**config.mk**
```make
export PLATFORM = sky130hd
export DESIGN_NAME = clk_output_gen
export DESIGN_NICKNAME = d
export VERILOG_FILES = /design/src/rtl/clkgen_pkg.sv /design/src/rtl/tick_counter.sv /design/src/rtl/clk_output_gen.sv
export SDC_FILE = /design/constraint.sdc
export NUM_CORES = 1
export LEC_CHECK = 0
export BUFFER_PORTS_ARGS = -buffer_cell sky130_fd_sc_hd__buf_2
export CORE_MARGIN = 2
export CORE_UTILIZATION = 45
export DETAILED_ROUTE_END_ITERATION = 10
export GPL_ROUTABILITY_DRIVEN = 0
export PLACE_DENSITY = 0.69
export REMOVE_ABC_BUFFERS = 1
export SLEW_MARGIN = 15
export SYNTH_ARGS = -nofsm -noshare
export SYNTH_HDL_FRONTEND = slang
export SYNTH_HIERARCHICAL = 1
export SYNTH_SLANG_ARGS = --single-unit
```
**constraint.sdc**
```tcl
create_clock -name mclk -period 6.05 [get_ports mclk]
set_clock_uncertainty 0.05 [all_clocks]
set_input_delay 1.21 -clock mclk [delete_from_list [all_inputs] [get_ports mclk]]
set_output_delay 1.21 -clock mclk [all_outputs]
set_load 0.005 [all_outputs]
```
**src/rtl/clkgen_pkg.sv**
```systemverilog
// Purpose: Constants and types for the receiver output-clock generator.
// Assumes: mclk at 125 MHz; the source clocks tick at 1024 times fs.
// Notes:   Function

package clkgen_pkg;

  // Reference frequency and source ticks per frame period
  localparam int unsigned REF_FREQ_HZ     = 24576000;
  localparam int unsigned SRC_TICKS_PER_FS = 1024;
  // Window of reference ticks; measured PLL ticks then equal fs in Hz
  localparam int unsigned MEAS_WINDOW_DEF = REF_FREQ_HZ / SRC_TICKS_PER_FS;

  // Widths
  localparam int FS_W    = 18;  // Measured fs in Hz
  localparam int WIN_W   = 15;  // Window counter
  localparam int CNT_W   = 10;  // Output clock counter
  localparam int REFD_W  = 4;   // Reference output divider counter
  localparam int ADR_W   = 8;   // Bus address width

  // Frequency thresholds in Hz
  localparam logic [FS_W-1:0] FS_AUTO_LOW_HZ  = 18'h0d2f0; // 54 kHz
  localparam logic [FS_W-1:0] FS_AUTO_HIGH_HZ = 18'h1a5e0; // 108 kHz
  localparam logic [FS_W-1:0] FS_MIN_HZ       = 18'h01b58; // 7 kHz
  localparam logic [FS_W-1:0] FS_MAX_HZ       = 18'h34bc0; // 216 kHz

  // System-clock ratio codes
  localparam logic [2:0] RATIO_128 = 3'h0;
  localparam logic [2:0] RATIO_256 = 3'h2;
  localparam logic [2:0] RATIO_512 = 3'h4;

  // Counter bit that carries each output clock
  localparam int SYS_BIT_512 = 0;
  localparam int SYS_BIT_256 = 1;
  localparam int SYS_BIT_128 = 2;
  localparam int BIT_CLK_BIT = 3;
  localparam int FRAME_BIT   = 9;

  // Register byte offsets
  localparam logic [ADR_W-1:0] CTRL_OFS = 8'h00;
  localparam logic [ADR_W-1:0] STAT_OFS = 8'h04;
  localparam logic [ADR_W-1:0] FS_OFS   = 8'h08;

  // Control register layout, bit 0 upward from the bottom field
  typedef struct packed {
    logic [1:0] ref_clk_out_div;      // Bits 9:8
    logic       ref_clk_out_en;       // Bit 7
    logic       ref_osc_auto_stop;    // Bit 6
    logic       wide_mode;            // Bit 5
    logic       ref_src_mode;         // Bit 4
    logic       sysclk_ratio_auto_en; // Bit 3
    logic [2:0] sysclk_ratio_sel;     // Bits 2:0
  } ctrl_t;

  localparam ctrl_t CTRL_RST = '{ref_clk_out_div:      2'h0,
                                 ref_clk_out_en:       1'h0,
                                 ref_osc_auto_stop:    1'h0,
                                 wide_mode:            1'h0,
                                 ref_src_mode:         1'h0,
                                 sysclk_ratio_auto_en: 1'h1,
                                 sysclk_ratio_sel:     3'h0};

  // Status register layout
  typedef struct packed {
    logic       meas_valid;  // Bit 6
    logic       osc_running; // Bit 5
    logic       fs_in_range; // Bit 4
    logic       pll_locked;  // Bit 3
    logic [2:0] eff_ratio;   // Bits 2:0
  } status_t;

endpackage

```
**src/rtl/tick_counter.sv**
```systemverilog
// Purpose: Free-running counter that advances on a one-cycle tick.
// Assumes: tick comes from logic on mclk.
// Notes:   Also presents its next value so users can register taps.
`timescale 1ns/1ns
`default_nettype none

module tick_counter #(
  parameter int W = 10
) (
  input  wire logic         mclk,
  input  wire logic         rst,
  input  wire logic         ce,
  input  wire logic         tick,
  output var  logic [W-1:0] count_q,
  output var  logic [W-1:0] count_d
);

  // Next value: one step per tick
  always_comb begin
    count_d = tick ? count_q + 1'b1 : count_q;
  end

  // Register, frozen while ce is low
  always_ff @(posedge mclk or posedge rst) begin
    if (rst) begin
      count_q <= '0;
    end else if (ce) begin
      count_q <= count_d;
    end
  end

endmodule

`default_nettype wire

```
**src/rtl/clk_output_gen.sv**
```systemverilog
// Purpose: Output system, bit and frame clocks from PLL or reference.
// Assumes: Source clocks are slow enough to be sampled by mclk.
// Notes:   Registers sit behind a classic Wishbone slave.
`timescale 1ns/1ns
`default_nettype none

module clk_output_gen #(
  parameter int unsigned MEAS_WINDOW = clkgen_pkg::MEAS_WINDOW_DEF
) (
  input  wire logic        mclk,
  input  wire logic        rst,
  input  wire logic        ce,
  input  wire logic        pll_clk,
  input  wire logic        pll_lock_in,
  input  wire logic        ref_clk_in,
  input  wire logic [7:0]  wb_adr_i,
  input  wire logic [31:0] wb_dat_i,
  input  wire logic [3:0]  wb_sel_i,
  input  wire logic        wb_we_i,
  input  wire logic        wb_cyc_i,
  input  wire logic        wb_stb_i,
  output var  logic [31:0] wb_dat_o,
  output var  logic        wb_ack_o,
  output var  logic        sys_clk_out,
  output var  logic        bit_clk_out,
  output var  logic        frame_clk_out,
  output var  logic        ref_osc_drive_out,
  output var  logic [3:0]  multipurpose_pins_a_o,
  output var  logic [3:0]  multipurpose_pins_a_oe
);

  // Synchroniser stages: bit 0 PLL clock, 1 reference, 2 lock
  logic [2:0] sync1_q;    // First stage, read only by second
  logic [2:0] sync2_q;    // Second stage
  logic [2:0] sync3_q;    // Edge-detect history

  // Control and status
  clkgen_pkg::ctrl_t   ctrl_q;       // Control register
  clkgen_pkg::ctrl_t   ctrl_d;
  clkgen_pkg::status_t status;       // Status word
  logic                pll_locked;   // Synchronised lock
  logic                pll_rise;     // PLL clock edge
  logic                ref_rise;     // Reference clock edge
  logic                raw_tick;     // Selected source edge, unguarded
  logic                src_tick;     // Source edge after runt guard
  logic [1:0]          gap_q;        // Cycles since last tick, saturating
  logic [1:0]          gap_d;
  logic [2:0]          eff_ratio;    // Ratio in use

  // Output clock counter
  logic [clkgen_pkg::CNT_W-1:0] cnt_q;  // Output counter
  logic [clkgen_pkg::CNT_W-1:0] cnt_d;
  logic                         sys_q;  // Registered system clock
  logic                         sys_d;

  // Measurement
  logic [clkgen_pkg::WIN_W-1:0] win_q;  // Reference ticks in window
  logic [clkgen_pkg::WIN_W-1:0] win_d;
  logic [clkgen_pkg::FS_W-1:0]  acc_q;  // PLL ticks in window
  logic [clkgen_pkg::FS_W-1:0]  acc_d;
  logic [clkgen_pkg::FS_W-1:0]  fs_q;   // Last measured fs in Hz
  logic [clkgen_pkg::FS_W-1:0]  fs_d;
  logic                         valid_q; // Measurement valid
  logic                         valid_d;
  logic                         in_range; // Fs within decode span

  // Oscillator and reference output
  logic                          osc_run_q;  // Oscillator enabled
  logic                          osc_run_d;
  logic [clkgen_pkg::REFD_W-1:0] refc_q;     // Reference divider
  logic [clkgen_pkg::REFD_W-1:0] refc_d;
  logic                          ref_clk_buffered_out; // Pin driver
  logic                          refo_d;

  // Bus
  logic        ack_q;    // Acknowledge
  logic        ack_d;
  logic [31:0] rdata_q;  // Read data
  logic [31:0] rdata_d;
  logic        req;      // Live bus request

  // Two-flop synchronisers and edge history for all pin inputs
  always_ff @(posedge mclk or posedge rst) begin
    if (rst) begin
      sync1_q <= 3'h0;
      sync2_q <= 3'h0;
      sync3_q <= 3'h0;
    end else if (ce) begin
      sync1_q <= {pll_lock_in, ref_clk_in, pll_clk};
      sync2_q <= sync1_q;
      sync3_q <= sync2_q;
    end
  end

  // Edges; a stopped oscillator yields no reference ticks
  assign pll_rise   = sync2_q[0] & ~sync3_q[0];
  assign ref_rise   = sync2_q[1] & ~sync3_q[1] & osc_run_q;
  assign pll_locked = sync2_q[2];

  // Locked or free-running PLL clock, or reference in reference mode
  assign raw_tick = ctrl_q.ref_src_mode ? ref_rise : pll_rise;
  // A tick in the cycle right after the last accepted tick is dropped to avoid a runt phase
  assign src_tick = raw_tick & (gap_q != 2'h0);

  // Ratio in use: auto by measured fs, else the manual field
  always_comb begin
    eff_ratio = clkgen_pkg::RATIO_128;
    if (ctrl_q.sysclk_ratio_auto_en) begin
      if (!pll_locked || !valid_q) begin
        eff_ratio = clkgen_pkg::RATIO_128;
      end else if (fs_q < clkgen_pkg::FS_AUTO_LOW_HZ) begin
        eff_ratio = clkgen_pkg::RATIO_512;
      end else if (fs_q < clkgen_pkg::FS_AUTO_HIGH_HZ) begin
        eff_ratio = clkgen_pkg::RATIO_256;
      end else begin
        eff_ratio = clkgen_pkg::RATIO_128;
      end
    end else if (ctrl_q.sysclk_ratio_sel[2]) begin
      eff_ratio = clkgen_pkg::RATIO_512;
    end else if (ctrl_q.sysclk_ratio_sel[1]) begin
      eff_ratio = clkgen_pkg::RATIO_256;
    end else begin
      eff_ratio = clkgen_pkg::RATIO_128;
    end
  end

  // One counter on the selected source carries every output clock
  tick_counter #(
    .W (clkgen_pkg::CNT_W)
  ) u_out_cnt (
    .mclk    (mclk),
    .rst     (rst),
    .ce      (ce),
    .tick    (src_tick),
    .count_q (cnt_q),
    .count_d (cnt_d)
  );

  // System clock tap; levels only change on a source tick or a change of eff_ratio
  always_comb begin
    gap_d = src_tick ? 2'h0 : gap_q + {1'b0, gap_q != '1};
    case (eff_ratio)
      clkgen_pkg::RATIO_512: sys_d = cnt_d[clkgen_pkg::SYS_BIT_512];
      clkgen_pkg::RATIO_256: sys_d = cnt_d[clkgen_pkg::SYS_BIT_256];
      default:               sys_d = cnt_d[clkgen_pkg::SYS_BIT_128];
    endcase
  end

  // Register the system clock tap
  always_ff @(posedge mclk or posedge rst) begin
    if (rst) begin
      sys_q <= 1'b0;
      gap_q <= '1;
    end else if (ce) begin
      sys_q <= sys_d;
      gap_q <= gap_d;
    end
  end

  // Bit and frame clocks straight from counter flops, any ratio
  assign sys_clk_out   = sys_q;
  assign bit_clk_out   = cnt_q[clkgen_pkg::BIT_CLK_BIT];
  assign frame_clk_out = cnt_q[clkgen_pkg::FRAME_BIT];

  // Fs measurement: PLL ticks counted over a reference-timed window
  always_comb begin
    win_d   = win_q;
    acc_d   = acc_q;
    fs_d    = fs_q;
    valid_d = valid_q;
    if (!pll_locked) begin
      // No lock: mark the result invalid and restart; fs_q keeps its value
      win_d   = '0;
      acc_d   = '0;
      valid_d = 1'b0;
    end else if (osc_run_q) begin
      if (pll_rise && (acc_q != '1)) begin
        acc_d = acc_q + 1'b1;
      end
      if (ref_rise) begin
        if (win_q == clkgen_pkg::WIN_W'(MEAS_WINDOW - 1)) begin
          // Window closed: publish count as fs in Hz
          fs_d    = acc_d;
          acc_d   = '0;
          win_d   = '0;
          valid_d = 1'b1;
        end else begin
          win_d = win_q + 1'b1;
        end
      end
    end
  end

  // Register the measurement state
  always_ff @(posedge mclk or posedge rst) begin
    if (rst) begin
      win_q   <= '0;
      acc_q   <= '0;
      fs_q    <= '0;
      valid_q <= 1'b0;
    end else if (ce) begin
      win_q   <= win_d;
      acc_q   <= acc_d;
      fs_q    <= fs_d;
      valid_q <= valid_d;
    end
  end

  // Decode span flag, independent of ratio setting
  assign in_range = valid_q && (fs_q >= clkgen_pkg::FS_MIN_HZ) &&
                    (fs_q <= clkgen_pkg::FS_MAX_HZ);

  // Oscillator runs unless auto-stop is set and neither wide nor reference-source mode is on
  always_comb begin
    osc_run_d = ctrl_q.wide_mode || ctrl_q.ref_src_mode ||
                !ctrl_q.ref_osc_auto_stop;
  end

  // Reference output divider on reference ticks
  tick_counter #(
    .W (clkgen_pkg::REFD_W)
  ) u_ref_cnt (
    .mclk    (mclk),
    .rst     (rst),
    .ce      (ce),
    .tick    (ref_rise),
    .count_q (refc_q),
    .count_d (refc_d)
  );

  // Divided tap, muted low when disabled
  always_comb begin
    refo_d = ctrl_q.ref_clk_out_en ?
             refc_d[ctrl_q.ref_clk_out_div] : 1'b0;
  end

  // Register oscillator enable and reference output
  always_ff @(posedge mclk or posedge rst) begin
    if (rst) begin
      osc_run_q            <= 1'b1;
      ref_clk_buffered_out <= 1'b0;
    end else if (ce) begin
      osc_run_q            <= osc_run_d;
      ref_clk_buffered_out <= refo_d;
    end
  end

  // Oscillator enable and pin group A, bit 0 carries the reference
  assign ref_osc_drive_out      = osc_run_q;
  assign multipurpose_pins_a_o  = {3'h0, ref_clk_buffered_out};
  assign multipurpose_pins_a_oe = {3'h0, ctrl_q.ref_clk_out_en};

  // Status word
  assign status = '{meas_valid:  valid_q,
                    osc_running: osc_run_q,
                    fs_in_range: in_range,
                    pll_locked:  pll_locked,
                    eff_ratio:   eff_ratio};

  // Bus next state: ack one cycle after request, write at ack cycle
  assign req = wb_cyc_i & wb_stb_i;
  always_comb begin
    ctrl_d  = ctrl_q;
    rdata_d = rdata_q;
    ack_d   = req & ~ack_q;
    if (ack_d) begin
      case (wb_adr_i)
        clkgen_pkg::CTRL_OFS: rdata_d = 32'(ctrl_q);
        clkgen_pkg::STAT_OFS: rdata_d = 32'(status);
        clkgen_pkg::FS_OFS:   rdata_d = 32'(fs_q);
        default:              rdata_d = 32'h0;
      endcase
    end
    if (ack_q && req && wb_we_i && (wb_adr_i == clkgen_pkg::CTRL_OFS)) begin
      if (wb_sel_i[0]) begin
        ctrl_d[7:0] = wb_dat_i[7:0];
      end
      if (wb_sel_i[1]) begin
        ctrl_d[9:8] = wb_dat_i[9:8];
      end
    end
  end

  // Register the bus state
  always_ff @(posedge mclk or posedge rst) begin
    if (rst) begin
      ctrl_q  <= clkgen_pkg::CTRL_RST;
      ack_q   <= 1'b0;
      rdata_q <= 32'h0;
    end else if (ce) begin
      ctrl_q  <= ctrl_d;
      ack_q   <= ack_d;
      rdata_q <= rdata_d;
    end
  end

  assign wb_ack_o = ack_q;
  assign wb_dat_o = rdata_q;
endmodule

`default_nettype wire

```
---- Yosys cells after proc, flatten, opt, wreduce, memory -nomap -nowiden ----
Index checks and enable logic that the tools add are counted.
word-level totals
  output and inout port bits .............. 45
  logic and storage cells ................. 102
  input port bits ......................... 53
  register bits after elaboration ......... 122
operators by class
  add/sub/neg operators ................... 5
  reductions and logical operators ........ 22
  bitwise logic cells ..................... 9
  $lt $le $gt $ge ......................... 5
  mux-type cells .......................... 28
  equality and inequality tests ........... 10
operators by type and width
  operator                                                             count
  2-to-1 mux 18 bit                                                    5
  2-to-1 mux 15 bit                                                    4
  case mux 18 bit (3 select lines)                                     1
  adder 18 x 1 -> 18 bit, second input constant                        1
  greater-or-equal comparator 18 x 13 -> 1 bit, second input constant  1
  less-or-equal comparator 18 bit, second input constant               1
  less-than comparator 18 x 16 -> 1 bit, second input constant         1
  less-than comparator 18 x 17 -> 1 bit, second input constant         1
  inequality test 18 bit, second input constant                        1
  adder 15 x 1 -> 15 bit, second input constant                        1
  equality test 15 bit, second input constant                          1
  2-to-1 mux 3 bit                                                     5
  adder 10 x 1 -> 10 bit, second input constant                        1
  AND reduction 3 bit                                                  3
  equality test 8 x 3 -> 1 bit, second input constant                  1
  equality test 8 x 4 -> 1 bit, second input constant                  1
  zero test 8 bit                                                      1
  2-to-1 mux 1 bit                                                     7
  bitwise AND 1 bit                                                    6
  logical AND 1 bit                                                    6
  2-to-1 mux 2 bit                                                     3
  inequality test 2 x 1 -> 1 bit, second input constant                3
  AND reduction 2 bit                                                  3
  AND reduction 5 bit                                                  1
  14 further kinds                                                     20

---- Logic depth before layout (Yosys ltp) ----
Gate-level depths: netlist of the first run.
  word-level depth ........................ 8
  mapped depth ............................ 10

---- By module ----
Netlist of the first run, hierarchy kept.
by module, submodules not included
  module                    area each (sq um)  instances  cells each  sequential area each (sq um)
  clk_output_gen            5,134.9            1          539         2,357.3
  tick_counter (u_out_cnt)  643.1              1          65          250.2
  tick_counter (u_ref_cnt)  227.7              1          20          100.1

---- Worst setup path before layout of the first run ----
Ideal clock, no wire load.
  path type ............................... input-to-reg
  start ................................... input ce
  end ..................................... register win_q[9] in the netlist's numbering
  setup time .............................. 0.077 ns
  arrival time ............................ 2.436 ns
  data required time ...................... 5.923 ns
  stages on the path ...................... 5
  path slack .............................. 3.487 ns
  path through ............................ clkbuf_1 > a21boi_1 > nand3_1 > or3_1 > a21oi_1
on the way
  word-level cells in the longest chain between the ends .. 1
RTL lines
  what                                  line                   text
  start, declared                       clk_output_gen.sv:12   input wire logic ce,
  AND reduction 3 bit (no source line)  --
  end signal, assigned                  clk_output_gen.sv:202  win_q <= win_d;
  end, declared                         clk_output_gen.sv:57   logic [clkgen_pkg::WIN_W-1:0] win_q;
No other way between the ends.
A chain may end at the register's enable or synchronous reset.

---- Final worst setup path of the first run ----
  start ................................... input ce
  end ..................................... register acc_q[1] in the netlist's numbering
on the way
  word-level cells in the longest chain between the ends .. 1
RTL lines
  what                                  line                   text
  AND reduction 2 bit (no source line)  --
  end signal, assigned                  clk_output_gen.sv:198  acc_q <= '0;
  end signal, assigned                  clk_output_gen.sv:203  acc_q <= acc_d;
  end, declared                         clk_output_gen.sv:59   logic [clkgen_pkg::FS_W-1:0] acc_q;
No other way between the ends.

==> reports/metrics.yaml, run 1 <==
grt_pass1_vias: 4512
hold_end: "u_out_cnt/count_q[9]"
grt_max_degree: 81
initial_core_util: 0.465
cts_resized: 0
crit_fanout: 38
design_area_um2: 6500
port_buffers: 53
fmax_ghz: 0.301
cts_setup_buffers: 0
core_um2: 12700
grt_usage: 0.190
cp_data_arrival_time_ns: 3.51
syn_avg_cell_area_um2: 9.69
final-setup-viol-count: 0
place_area_um2: 6180
die_width_um: 119
routed_wl_um: 13100
cts.htree.levels: 3
r2r_slack_ns: 3.08
p_total_w: 0.00171
postLayoutCoreUtil: 0.511
cp_cell_sequence: "buf_2, buf_4, nand2_1, o31ai_2, nor2_1, a32o_1"
worst_r2r_path_depth: 8
critical_path.endpoint_type: "register"
postSynthCellCount: 610
cp_slowest_cell: "o31ai_2"
r2r-end: "sys_clk_out"
diodes: 0
timing.final.crit_share: 0.550
syn_area_um2: 5910
critPathMaxStageDelay_ns: 0.98
hold_viol_final: 0
overflow: 0
cp.depth: 6
post_drt_via_cell_ratio: 5.68
drc: 0
clock_latency_ns: 0.35
area_delta_synth_final_pct: 9.97
drtAntennaViolNets: 0
wl_per_cell_um: 15.9
rows: 41
critPathLaunchType: "primary input"
drive_above_1_share: 0.174
min_path_type: "register to register"
dr.pass1.iters: 7
ir_drop_uv: 155
rsz0062_at_grt: "false"
crit_family: "compound AO/OA/AOI/OAI gates"
layout.nets: 705
tns_ns: 0
finalCriticalPeriod_ns: 3.33
num_vias: 4665
slew_headroom: 0.217
clockBufferDepth: 2
min_from: "u_out_cnt/count_q[9]"
reg2reg_from: "ref_osc_drive_out"
dr.first_iter.drc_count: 447
ioPinCount: 98
cts_hold_buffers: 0
die_h_um: 119
leakage_nw: 2.88
hpwlAfterDp_um: 9300
clk_pin_slew_ns: 0.07
crit_type: "primary input to register"
cts_buffers: 9
antenna_found_initial: 0
grt_pass1_wl_um: 21900
worstMarginPinSlew_ns: 1.17
required_ns: 6.24
fin_hold_ws_ns: 0.419
cts_tree: "done"
status: "completed"
maxCapViolations: 0
drv_slew: 0
yosys_warnings: 6
holdPathStages: 1
cp_num_buf_inv: 2
cts.sinks: 108
powerDensity_nw_per_um2: 262
die_area_um2: 14100
clock-root-buffer: "clkbuf_16"
[how the worst max path moves through the flow]
stage | from | end | slack [ns]
after floorplan | rst | acc_q[0] | 2.35
after global placement | ce | acc_q[1] | 2.49
after detailed placement | ce | acc_q[1] | 2.38
after CTS | ce | acc_q[1] | 2.75
after global routing | ce | acc_q[1] | 2.51
final | ce | acc_q[1] | 2.72
[stage by stage]
| step | cells | setup slack [ns] |
|---|---|---|
| 2_1_floorplan | 580 | 2.35 |
| 4_1_cts | 822 | 2.75 |
| 3_5_place_dp | 807 | 2.38 |
| 6_report | 822 | 2.72 |
| 3_3_place_gp | 807 | 2.49 |
| 5_1_grt | 822 | 2.51 |
[layer usage]
metal,track usage,up-vias,share of wire
li1,-,2220,-
met1,0.252,2235,0.45
met2,0.302,181,0.47
met3,0.0323,29,0.053
met4,0.0915,0,0.025
met5,0,-,0
[area by class of cell]
class                      count  area [µm²]
clock buffer                  11         243
clock inverter                 4        73.8
fill                        1151        6220
inverter                      23        87.6
multi-input combinational    449        2890
sequential                   108        2710
tap                          172         215
timing repair buffer          55         280
[report_power, final]
part	internal (W)	leakage [nW]	switching, W
clock network	0.000372	0.156	0.000256
logic	0.000107	1.27	0.000127
registers	0.000775	1.45	0.0000682
[placed cells by master, fill, tap and decap left out, types with 3 or more instances in the layout]
| master | instances |
|---|---|
| xor2_1 | 14 |
| o31ai_1 | 3 |
| o21ai_1 | 3 |
| nand2_1 | 63 |
| nor2_1 | 30 |
| xnor2_1 | 25 |
| nor2b_1 | 5 |
| a22o_1 | 11 |
| a21oi_1 | 29 |
| nand4b_1 | 4 |
| mux2_2 | 22 |
| nand4_1 | 19 |
| nor4_1 | 6 |
| inv_1 | 21 |
| ha_1 | 6 |
| a31oi_1 | 4 |
| nand3b_1 | 5 |
| clkbuf_16 | 9 |
| nor3_1 | 15 |
| conb_1 | 20 |
| and4_1 | 3 |
| a211oi_1 | 5 |
| buf_2 | 53 |
| or3_1 | 10 |
| nand3_1 | 29 |
| o21ai_0 | 50 |
| mux2i_1 | 14 |
| and3_1 | 5 |
| dfrtp_1 | 104 |
| dfstp_2 | 4 |
[flip-flops by register name, indices dropped and copies added (netlist names)]
register	flops
sync1_q	3
ref_clk_buffered_out	1
acc_q	18
fs_q	18
ref_osc_drive_out	1
sync3_q	2
valid_q	1
wb_dat_o	18
sys_clk_out	1
gap_q	2
ctrl_q	9
wb_ack_o	1
u_ref_cnt/count_q	4
multipurpose_pins_a_oe	1
u_out_cnt/count_q	10
sync2_q	3
win_q	15
[worst reg2reg max path: stages (launching register included)]
cell      delay, ns
dfstp_2        0.61
nand3b_1       0.24
clkinv_1       0.33
a21oi_1        0.16
nor2_1         0.52
mux2_2         0.42
a22oi_1        0.16
o21ai_0        0.09
mux2_2         0.26
Note: power is estimated with default switching activity, not from simulation.
==> inputs of run 2 (changes only) <==
- clock period: 6.05 -> 3.3 ns (I/O delays scaled with it)
==> reports/metrics.yaml, run 2 (synthesis results as in run 1) <==
status: "completed"
critical_path.endpoint_type: "register"
m1WireLength_um: 5960  # +1.4%
critPathMaxStageDelay_ns: 0.43  # -0.55 ns
wl_met2_um: 6220  # +0.37%
clock-root-buffer: "clkbuf_16"
maxCapViolations: 0  # unchanged
critPathLaunchType: "register"
fmax_ghz: 0.367
initial_core_util: 0.465  # unchanged
cp_data_arrival_time_ns: 2.90  # -0.61 ns
crit_type: "register to register"
cp_common_cell: "mux2_2"
drc: 0  # unchanged
dr.pass1.iters: 6  # -1
hpwlAfterDp_um: 9410  # +1.2%
cts_resized: 0  # unchanged
rsz0062_at_grt: "false"
p_total_w: 0.00308  # +81%
drv_slew: 0  # unchanged
cts_tree: "done"
cts_setup_buffers: 0  # unchanged
area_delta_synth_final_pct: 11.0
overflow: 0  # unchanged
cts_buffers: 9  # unchanged
min_path_type: "primary input to asynchronous set/reset pin"
cts.htree.levels: 3  # unchanged
core_um2: 12700  # unchanged
required_ns: 3.47  # -2.77 ns
cts_hold_buffers: 0  # unchanged
num_vias: 4715  # +1.1%
drive_above_1_share: 0.185  # +0.0110
grt_pass1_vias: 4418  # -2.1%
rows: 41  # unchanged
crit_fanout: 13  # -66%
grt_pass1_wl_um: 22100  # +0.91%
port_buffers: 53  # unchanged
nFillCells: 1175  # +2.1%
grt_usage: 0.191  # +0.000319
ir_drop_uv: 230  # +49%
antenna_found_initial: 0  # unchanged
die_h_um: 119  # unchanged
slew_headroom: 0.443  # +0.225
finalCriticalPeriod_ns: 2.73
dr.first_iter.drc_count: 505  # +13%
cp_slowest_cell: "clkinv_1"
powerDensity_nw_per_um2: 470  # +79%
clockBufferDepth: 2  # unchanged
final_cells: 832  # +1.2%
leakage_nw: 2.92  # +1.5%
ioPinCount: 98  # unchanged
routed_wl_um: 13100  # about the same
die_area_um2: 14100  # unchanged
cts.sinks: 108  # unchanged
top_layer_used: "met4"
final-setup-viol-count: 0  # unchanged
grt_max_degree: 40  # -51%
wl_met3_um: 703  # +0.72%
timing.final.crit_share: 0.826
post_drt_via_cell_ratio: 5.67  # -0.14%
tns_ns: 0  # unchanged
cp_cell_sequence: "nand3b_1, clkinv_1, a21oi_1, nor2_1, buf_4, mux2_2, a22oi_1, o21ai_0, mux2_2"
layout.nets: 715  # +1.4%
wl_per_cell_um: 15.8  # -1.1%
diodes: 0  # unchanged
dp.cells: 817  # +1.2%
drtAntennaViolNets: 0  # unchanged
hold_viol_final: 0  # unchanged
worstMarginPinSlew_ns: 0.836  # -0.329 ns
final_common_cell: "dfrtp_1"
clock_latency_ns: 0.34  # about the same
die_width_um: 119  # unchanged
layout_common_cells: "104 x dfrtp_1, 63 x nand2_1, 53 x buf_2"
clk_pin_slew_ns: 0.07  # about the same
run 2: cell count changes in the layout (fill, tap and decap cells not counted):
cell	delta
buf_4	+10
bufinv_16	-1
clkbuf_1	+1
clkbuf_8	+2
clkinv_2	-1
clkinv_4	-1
run 2: per-layer routing:
layer,up-vias,global-route usage
li1,2235,-
met1,2263,0.263
met2,188,0.315
met3,29,0.0256
met4,0,0.0513
met5,-,0
run 2: critical path, delay by kind of cell, from the launching register on:
family / cells / cell delay [ns]
multiplexers: 2 / 0.55
AND/OR/NAND/NOR: 2 / 0.32
AO/OA/AOI/OAI: 3 / 0.67
flip-flops: 1 / 0.41
buffers and inverters: 2 / 0.60
run 2: through the flow:
| stage | util | setup slack, ns | hold slack, ns | instance area, µm² |
|---|---|---|---|---|
| 2_1_floorplan | - | 0.148 | 0.376 | 5690 |
| 3_3_place_gp | 0.492 | 0.699 | 0.408 | 6260 |
| 3_5_place_dp | 0.492 | 0.637 | 0.416 | 6260 |
| 4_1_cts | 0.516 | 0.609 | 0.160 | 6560 |
| 5_1_grt | 0.516 | 0.402 | 0.176 | 6560 |
| 6_report | 0.516 | 0.575 | 0.165 | 6560 |
run 2: final timing paths:
kind	from	endpoint	slack [ns]	depth (start not counted)
worst max-delay path	ref_osc_drive_out	sys_clk_out	0.57	9
worst min-delay path	rst	u_ref_cnt/count_q[1]	0.17	2
worst max register to register	ref_osc_drive_out	sys_clk_out	0.57	9
worst min register to register	u_out_cnt/count_q[9]	u_out_cnt/count_q[9]	0.42	1
max in group asynchronous	rst	ctrl_q[3]	2.10	3
min in group mclk	u_out_cnt/count_q[9]	u_out_cnt/count_q[9]	0.42	1
run 2: final cells by class:
| class | count | area [µm²] | area share |
|---|---|---|---|
| inverters | 23 | 87.6 | 0.0133 |
| repair buffers | 65 | 355 | 0.0541 |
| flip-flops and latches | 108 | 2710 | 0.413 |
| clock buffers | 14 | 274 | 0.0418 |
| multi-input cells | 449 | 2890 | 0.441 |
| well taps | 172 | 215 | 0.0328 |
| clock inverters | 1 | 30.0 | 0.00458 |
run 2: where the power goes:
| group | leakage (nW) | internal, W | switching, W | total [W] |
|---|---|---|---|---|
| Sequential | 1.45 | 0.00142 | 0.000125 | 0.00155 |
| Clock | 0.149 | 0.000648 | 0.000453 | 0.00110 |
| Combinational | 1.32 | 0.000204 | 0.000231 | 0.000435 |
